<file path="config.mk">
export PLATFORM = sky130hd
export DESIGN_NAME = rx_gain_loop_detect_config
export DESIGN_NICKNAME = d
export VERILOG_FILES = /design/src/rx_gain_pkg.sv /design/src/rx_gain_loop_detect_config.sv
export SDC_FILE = /design/constraint.sdc
export NUM_CORES = 1
export LEC_CHECK = 0
export BUFFER_PORTS_ARGS = -buffer_cell sky130_fd_sc_hd__clkbuf_2
export CORE_UTILIZATION = 55
export CTS_BUF_LIST = sky130_fd_sc_hd__clkbuf_2 sky130_fd_sc_hd__clkbuf_4 sky130_fd_sc_hd__clkbuf_8
export CTS_CLUSTER_SIZE = 10
export DETAILED_ROUTE_END_ITERATION = 16
export PLACE_DENSITY_LB_ADDON = 0.15
export SLEW_MARGIN = 20
export SYNTH_ARGS = -nofsm -noshare
export SYNTH_HDL_FRONTEND = slang
export SYNTH_SLANG_ARGS = --single-unit
</file>
<file path="constraint.sdc">
create_clock -name clk_i -period 7.4 [get_ports clk_i]
set_clock_uncertainty 0.15 [all_clocks]
set_input_delay 1.48 -clock clk_i [delete_from_list [all_inputs] [get_ports clk_i]]
set_output_delay 1.48 -clock clk_i [all_outputs]
set_load 0.005 [all_outputs]
</file>
<file path="src/rx_gain_pkg.sv">
// Constants, register map and carrier types of the receive gain loop detector.
// Assumes one clock domain and a 16-bit plain register port.
package rx_gain_pkg;

  ////////////////////////////////////////////////////////////////////////////
  localparam int unsigned ADDR_W = 4;
  localparam int unsigned DATA_W = 16;
  localparam int unsigned SQ_W = 32;
  localparam int unsigned SQ_MSB = 24;
  localparam int unsigned SQ_LSB = 8;
  localparam int unsigned CNT_W = 8;

  ////////////////////////////////////////////////////////////////////////////
  localparam logic [3:0] FLOOR_OFS = 4'h2;
  localparam logic [3:0] LOSS_WIN_OFS = 4'h3;
  localparam logic [3:0] LOSS_CNT_OFS = 4'h4;
  localparam logic [3:0] CLIP_UP_OFS = 4'h5;
  localparam logic [3:0] CLIP_LO_OFS = 4'h6;
  localparam logic [3:0] CLIP_AWIN_OFS = 4'h7;
  localparam logic [3:0] CLIP_RWIN_OFS = 4'h8;
  localparam logic [3:0] CLIP_CNT_OFS = 4'h9;
  localparam logic [3:0] CLIP_ERR_OFS = 4'ha;
  localparam logic [3:0] STATUS_OFS = 4'hb;

  localparam logic [15:0] REG_RST = 16'h0000;
  localparam int unsigned ASSERT_CNT_LSB = 8;
  localparam int unsigned RELEASE_CNT_LSB = 0;
  localparam int unsigned LOSS_BIT = 0;
  localparam int unsigned CLIP_BIT = 1;

  ////////////////////////////////////////////////////////////////////////////
  typedef struct packed {
    logic [15:0] signal_floor_level;
    logic [15:0] loss_window_length;
    logic [15:0] loss_sample_count;
    logic [15:0] clip_upper_level;
    logic [15:0] clip_lower_level;
    logic [15:0] clip_assert_window;
    logic [15:0] clip_release_window;
    logic [7:0] clip_assert_count;
    logic [7:0] clip_release_count;
    logic [15:0] clip_error_value;
  } cfg_t;

  typedef struct packed {
    logic valid;
    logic [31:0] square;
    logic [15:0] loop_error;
  } sample_t;

  typedef enum logic [1:0] {
    WIN_IDLE = 2'b01,
    WIN_OPEN = 2'b10
  } win_state_t;

endpackage : rx_gain_pkg

</file>
<file path="src/rx_gain_loop_detect_config.sv">
// Signal-detect and clip-detect logic of the second receive gain loop.
// Assumes squared samples arrive synchronous to clk_i with a valid flag,
// and software drives a plain one-cycle register port.
`timescale 1ns/100ps

////////////////////////////////////////////////////////////////////////////
// Sample window: opens on first hit, fires when enough hits land inside it.
module sample_window (
  // Clock and reset
  input wire logic clk_i,
  input wire logic srst_i,
  // Control
  input wire logic enable_i,
  input wire logic valid_i,
  input wire logic hit_i,
  input wire logic [15:0] length_i,
  input wire logic [15:0] need_i,
  // Result
  output logic fire_o,
  output logic open_o
);

  rx_gain_pkg::win_state_t state;
  logic [15:0] elapsed;
  logic [15:0] hits;
  logic [16:0] next_hits;
  logic reach;
  logic expire;

  assign next_hits = {1'b0, hits} + {16'h0000, hit_i};
  assign reach = (state == rx_gain_pkg::WIN_OPEN) ? (next_hits >= {1'b0, need_i})
                                                  : (need_i <= 16'h0001);
  // Length zero behaves as a one-sample window
  assign expire = ({1'b0, elapsed} + 17'h00001) >= {1'b0, length_i};

  always_ff @(posedge clk_i) begin
    if (srst_i || !enable_i) begin
      state <= rx_gain_pkg::WIN_IDLE;
      elapsed <= 16'h0000;
      hits <= 16'h0000;
    end else if (valid_i) begin
      case (state)
        rx_gain_pkg::WIN_IDLE: begin
          if (hit_i && !reach && length_i > 16'h0001) begin
            state <= rx_gain_pkg::WIN_OPEN;
            elapsed <= 16'h0001;
            hits <= 16'h0001;
          end
        end
        rx_gain_pkg::WIN_OPEN: begin
          if (reach || expire) begin
            state <= rx_gain_pkg::WIN_IDLE;
          end else begin
            elapsed <= 16'(elapsed + 16'h0001);
            hits <= next_hits[15:0];
          end
        end
        default: begin
          state <= rx_gain_pkg::WIN_IDLE;
        end
      endcase
    end
  end

  always_ff @(posedge clk_i) begin
    if (srst_i) begin
      fire_o <= 1'b0;
    end else begin
      fire_o <= enable_i && valid_i && hit_i && reach;
    end
  end

  assign open_o = (state == rx_gain_pkg::WIN_OPEN);
endmodule : sample_window

////////////////////////////////////////////////////////////////////////////
// Function
// - Floor level compared against squared bits 24 down to 8.
// - Squared sample below the floor counts as a no-signal sample.
// - First no-signal sample opens a window of loss window length samples.
// - Loss of signal declared when below-floor count reaches loss sample count.
// - Samples above the upper clip level count toward asserting clip.
// - Samples below the lower clip level count toward clearing clip.
// - Clip assertion window length in samples is programmable.
// - Clip release window length in samples is programmable.
// - Clip asserts when upper hits within assertion window reach assert count.
// - Clip clears when lower hits within release window reach release count.
// - While clipped, clip error value is added into the loop accumulator.
module rx_gain_loop_detect_config #(
  parameter int unsigned SQ_W = rx_gain_pkg::SQ_W
) (
  // Clock and reset
  input wire logic clk_i,
  input wire logic srst_i,
  // Register port
  input wire logic [rx_gain_pkg::ADDR_W-1:0] addr_i,
  input wire logic [rx_gain_pkg::DATA_W-1:0] wr_data_i,
  input wire logic wr_i,
  input wire logic rd_i,
  output logic [rx_gain_pkg::DATA_W-1:0] rd_data_o,
  // Sample path
  input wire rx_gain_pkg::sample_t sample_i,
  output logic out_valid_o,
  output logic [15:0] loop_error_o,
  // Detector state
  output logic loss_of_signal_o,
  output logic clip_o
);

  if (SQ_W != 32) begin : g_bad_width
    $error("squarer width must be 32");
  end

  rx_gain_pkg::cfg_t cfg;
  logic loss;
  logic clip;
  logic below_floor;
  logic above_upper;
  logic below_lower;
  logic loss_fire;
  logic assert_fire;
  logic release_fire;

  // Upper squared bits beyond 24 mean the sample is above any setting
  function automatic logic is_below(input logic [31:0] sq, input logic [15:0] lvl);
    logic over;
    over = |sq[31:rx_gain_pkg::SQ_MSB+1];
    return !over && (sq[rx_gain_pkg::SQ_MSB:rx_gain_pkg::SQ_LSB] < {1'b0, lvl});
  endfunction : is_below

  function automatic logic is_above(input logic [31:0] sq, input logic [15:0] lvl);
    logic over;
    over = |sq[31:rx_gain_pkg::SQ_MSB+1];
    return over || (sq[rx_gain_pkg::SQ_MSB:rx_gain_pkg::SQ_LSB] > {1'b0, lvl});
  endfunction : is_above

  ////////////////////////////////////////////////////////////////////////////
  // Register writes
  always_ff @(posedge clk_i) begin
    if (srst_i) begin
      cfg <= '0;
    end else if (wr_i) begin
      case (addr_i)
        rx_gain_pkg::FLOOR_OFS: cfg.signal_floor_level <= wr_data_i;
        rx_gain_pkg::LOSS_WIN_OFS: cfg.loss_window_length <= wr_data_i;
        rx_gain_pkg::LOSS_CNT_OFS: cfg.loss_sample_count <= wr_data_i;
        rx_gain_pkg::CLIP_UP_OFS: cfg.clip_upper_level <= wr_data_i;
        rx_gain_pkg::CLIP_LO_OFS: cfg.clip_lower_level <= wr_data_i;
        rx_gain_pkg::CLIP_AWIN_OFS: cfg.clip_assert_window <= wr_data_i;
        rx_gain_pkg::CLIP_RWIN_OFS: cfg.clip_release_window <= wr_data_i;
        rx_gain_pkg::CLIP_CNT_OFS: begin
          cfg.clip_assert_count <= wr_data_i[rx_gain_pkg::ASSERT_CNT_LSB +: 8];
          cfg.clip_release_count <= wr_data_i[rx_gain_pkg::RELEASE_CNT_LSB +: 8];
        end
        rx_gain_pkg::CLIP_ERR_OFS: cfg.clip_error_value <= wr_data_i;
        default: begin
        end
      endcase
    end
  end

  // Register reads, data one cycle after the strobe; unmapped reads zero
  always_ff @(posedge clk_i) begin
    if (srst_i) begin
      rd_data_o <= rx_gain_pkg::REG_RST;
    end else if (rd_i) begin
      case (addr_i)
        rx_gain_pkg::FLOOR_OFS: rd_data_o <= cfg.signal_floor_level;
        rx_gain_pkg::LOSS_WIN_OFS: rd_data_o <= cfg.loss_window_length;
        rx_gain_pkg::LOSS_CNT_OFS: rd_data_o <= cfg.loss_sample_count;
        rx_gain_pkg::CLIP_UP_OFS: rd_data_o <= cfg.clip_upper_level;
        rx_gain_pkg::CLIP_LO_OFS: rd_data_o <= cfg.clip_lower_level;
        rx_gain_pkg::CLIP_AWIN_OFS: rd_data_o <= cfg.clip_assert_window;
        rx_gain_pkg::CLIP_RWIN_OFS: rd_data_o <= cfg.clip_release_window;
        rx_gain_pkg::CLIP_CNT_OFS: rd_data_o <= {cfg.clip_assert_count, cfg.clip_release_count};
        rx_gain_pkg::CLIP_ERR_OFS: rd_data_o <= cfg.clip_error_value;
        rx_gain_pkg::STATUS_OFS: rd_data_o <= {14'h0000, clip, loss};
        default: rd_data_o <= 16'h0000;
      endcase
    end else begin
      rd_data_o <= 16'h0000;
    end
  end

  ////////////////////////////////////////////////////////////////////////////
  // Sample classification
  assign below_floor = is_below(sample_i.square, cfg.signal_floor_level);
  assign above_upper = is_above(sample_i.square, cfg.clip_upper_level);
  assign below_lower = is_below(sample_i.square, cfg.clip_lower_level);

  // Loss window runs only while signal is present
  sample_window u_loss_window (
    .clk_i(clk_i),
    .srst_i(srst_i),
    .enable_i(!loss),
    .valid_i(sample_i.valid),
    .hit_i(below_floor),
    .length_i(cfg.loss_window_length),
    .need_i(cfg.loss_sample_count),
    .fire_o(loss_fire),
    .open_o()
  );

  sample_window u_assert_window (
    .clk_i(clk_i),
    .srst_i(srst_i),
    .enable_i(!clip),
    .valid_i(sample_i.valid),
    .hit_i(above_upper),
    .length_i(cfg.clip_assert_window),
    .need_i({8'h00, cfg.clip_assert_count}),
    .fire_o(assert_fire),
    .open_o()
  );

  sample_window u_release_window (
    .clk_i(clk_i),
    .srst_i(srst_i),
    .enable_i(clip),
    .valid_i(sample_i.valid),
    .hit_i(below_lower),
    .length_i(cfg.clip_release_window),
    .need_i({8'h00, cfg.clip_release_count}),
    .fire_o(release_fire),
    .open_o()
  );

  ////////////////////////////////////////////////////////////////////////////
  // Loss of signal: set by the window, cleared by a sample at or above floor
  always_ff @(posedge clk_i) begin
    if (srst_i) begin
      loss <= 1'b0;
    end else if (loss_fire) begin
      loss <= 1'b1;
    end else if (sample_i.valid && !below_floor) begin
      loss <= 1'b0;
    end
  end

  // Only one clip window is live at a time, so set and clear never collide.
  // With a count of one and back-to-back samples the assert window may fire
  // once more after the flag is already set; that second fire is harmless.
  always_ff @(posedge clk_i) begin
    if (srst_i) begin
      clip <= 1'b0;
    end else if (assert_fire) begin
      clip <= 1'b1;
    end else if (release_fire) begin
      clip <= 1'b0;
    end
  end

  // Loop accumulator input with clip error injected
  always_ff @(posedge clk_i) begin
    if (srst_i) begin
      out_valid_o <= 1'b0;
      loop_error_o <= 16'h0000;
    end else begin
      out_valid_o <= sample_i.valid;
      if (sample_i.valid) begin
        loop_error_o <= 16'(sample_i.loop_error + (clip ? cfg.clip_error_value : 16'h0000));
      end
    end
  end

  assign loss_of_signal_o = loss;
  assign clip_o = clip;
endmodule : rx_gain_loop_detect_config

</file>
==> summary.txt <==
Netlist cell types = 87
Final #Nets = 2593
# diodes = 0
Slowest cell on crit path = or4_1
Violation count after the first detailed-route iteration = 2147
Synth Register Bits = 284
Area leader, netlist = dfxtp_1
GP Congestion = 0.949
CP arrival = 7.04 ns
PD cells = 175 nW/um2
Proportion of layout cells with a drive suffix above 1 = 0.108
Max Transition Viols Final = 0
Post-Synth Simple-Gate Area = 0.250
Die area = 33400 um2
Largest net degree at the start of global routing = 84
IO Pins = 108
Leak pwr = 7.61 nW
Unrepaired setup endpoints after global routing = false
Synth Flop Type = dfxtp_1
Post-route ant nets = 0
Cells after synthesis = 2344
Largest family of logic cells by synthesized area = simple AND/OR/NAND/NOR gates
Initial antenna violation count = 0
CTS tree = yes
Vias in the first global route = 16.4k
Post-CTS Hold Buffers = 0
WL/cell = 19.9 um
CTS clk-pin slew, worst paths = 0.06 ns
Final TNS setup = 0 ns
Combinational share of power = 0.086
Chip width = 183 um
Clock sink total = 284
Crit start category = input port
Buf/Inv on CP = 2
R2r setup slk = 1.33 ns
Fraction of registers with async set/reset = 0
GRT Total Usage = 0.333
Slack of the critical path = 0.728 ns
Port buffer count = 99
Crit path max fanout = 31
Count of final hold-check violations = 0
Routed WL = 56400 um
Type of destination of the critical path = flip-flop
Worst-Skew Late Latency = 0.60 ns
Clk root buf = clkbuf_8
Layout area overhead = 9.58%
Max-cap violation count = 0
Place WS = 0.247 ns
Row cnt = 65
Crit path time final = 6.67 ns
Via count = 17.7k
Core area = 31900 um2
CP Class = in -> reg
Yosys top cell area share = 0.316
Int Pwr = 2.52 mW
Crit path max-delay family = simple AND/OR/NAND/NOR gates
CTS H-tree lvls = 2
Final core utilization = 0.618
Mux cell area share after synthesis = 0.0163
Ys Warns = 0
Post-DP HPWL = 39700 um
Num CTS Buffers = 51
Initial Util = 0.564
Via density = 6.24
Post-CTS sizing = 0
Slew HR = 0.272
Status = finished clean
GR Overflow Total = 0
Syn Nets = 2575
Die height = 183 um
Endpoints failing setup = 0
Count leader, synth = nand2_1
Hold Path Class = reg -> reg
Data required, critical path = 7.77 ns
DRC viols = 0
Register area share after synthesis = 0.316
First-pass GRT wire length = 88400 um
Switching part of the total = 0.269
Delay of the slowest critical-path stage = 0.53 ns
Synth Area in XOR/XNOR = 0.0400
Top cells by area, synth = dfxtp_1 32%, ha_1 11%, nand2_1 8.7%
Least-Margin Pin Slew = 1.09 ns
Period utilization = 0.902
Maximum vdd drop = 0.144 mV
Syn Area/Cell = 7.67 um2
Post-synth top cells = 417 x nand2_1, 284 x dfxtp_1, 256 x a21oi_1, 157 x ha_1, 156 x inv_1
Mapped Area = 18000 um2
Switch Pwr = 0.924 mW
Clock Path Buffers = 3
Seq pwr share = 0.455
Compound-gate portion of the synthesized area = 0.199
Post-Synth Adder-Cell Area = 0.110
1st-pass router iterations = 9
Clock power frac = 0.459
Fmax achieved = 0.150 GHz
Setup bufs post-CTS = 0
Post-synth EDFFs = 0
CP Cell Sequence = clkbuf_2 > ha_1 > and3_1 > a221o_1 > a21oi_1 > o21ai_0 > a31oi_2 > ha_1 > and3_1 > and4_1 > and3_1 > nand3_1 > nor2_1 > xor2_1 > ha_1 > nand3_1 > o41ai_1 > a21oi_1 > a21oi_1 > nor3_2 > a41oi_4 > buf_4 > or4_1 > nand3_1
-- tightest hold or removal path, stage by stage, from the launching register on --
cell	delay [ns]
dfxtp_1	0.30
inv_1	0.04
a21oi_1	0.05
-- registers in the layout, summed over array words and instances (netlist names), 2 cells and up --
name,count
u_release_window.hits,16
cfg,144
u_assert_window.elapsed,16
u_release_window.elapsed,16
u_loss_window.state,2
loop_error_o,16
rd_data_o,16
u_release_window.state,2
u_assert_window.hits,16
u_loss_window.hits,16
u_assert_window.state,2
u_loss_window.elapsed,16
-- path summary, 6_finish.rpt --
check / startpoint / end / cells past startpoint
worst max-delay path: sample_i[31] / u_loss_window.elapsed[7] / 24
worst min-delay path: u_loss_window.fire_o / loss_of_signal_o / 2
worst max register to register: cfg[135] / u_loss_window.elapsed[7] / 24
worst min register to register: u_loss_window.fire_o / loss_of_signal_o / 2
-- per-stage QoR --
stage               hold WS [ns]  power (mW)  instances  cell area, um2
floorplan                  0.261        1.77       2344           18000
global placement           0.270        1.88       2744           18600
detailed placement         0.279        1.88       2744           18600
CTS                        0.286        3.44       2834           19700
global route               0.312        3.55       2834           19700
finish                     0.287        3.44       2834           19700
-- layer usage --
layer,part of all wire,track usage,vias up
met5,0,0,-
met1,0.43,0.453,8310
met2,0.43,0.520,867
met3,0.10,0.0719,154
met4,0.035,0.114,0
li1,-,-,8339
-- cell type report --
type | count | area [um2]
fill | 2938 | 12200
tap | 435 | 544
clock inverter | 17 | 123
sequential | 284 | 5690
multi-input combinational | 1743 | 11100
timing repair buffer | 126 | 701
clock buffer | 73 | 973
inverter | 156 | 586
-- cells by family (layout without fill, tap and decap cells) --
family | Yosys count | count (layout)
and+or+nand+nor | 919 | 919
AOI/OAI and AO/OA | 556 | 556
buffers and inverters | 317 | 372
DFF | 284 | 284
adders and majority gates | 158 | 158
xor gates and xnor gates | 82 | 82
muxes | 28 | 28
-- power by group through the flow --
stage	Sequential, mW	Clock [mW]	Combinational (mW)
CTS	1.56	1.59	0.287
detailed placement	1.60	0	0.285
global placement	1.60	0	0.279
floorplan	1.59	0	0.183
global route	1.57	1.66	0.319
finish	1.56	1.58	0.295
-- cells in the final DEF (no fill, tap or decap), drive strengths merged, types with 29 or more instances in the layout --
cell type  instances
nand2            417
dfxtp            284
a21oi            257
clkbuf           171
ha               157
inv              156
nand3            101
nor2              91
o21ai             53
nor3              51
nand4             45
xor2              41
xnor2             41
and2              37
and3              35
nor4              30
or3               29
(Power assumes the default switching activity.)
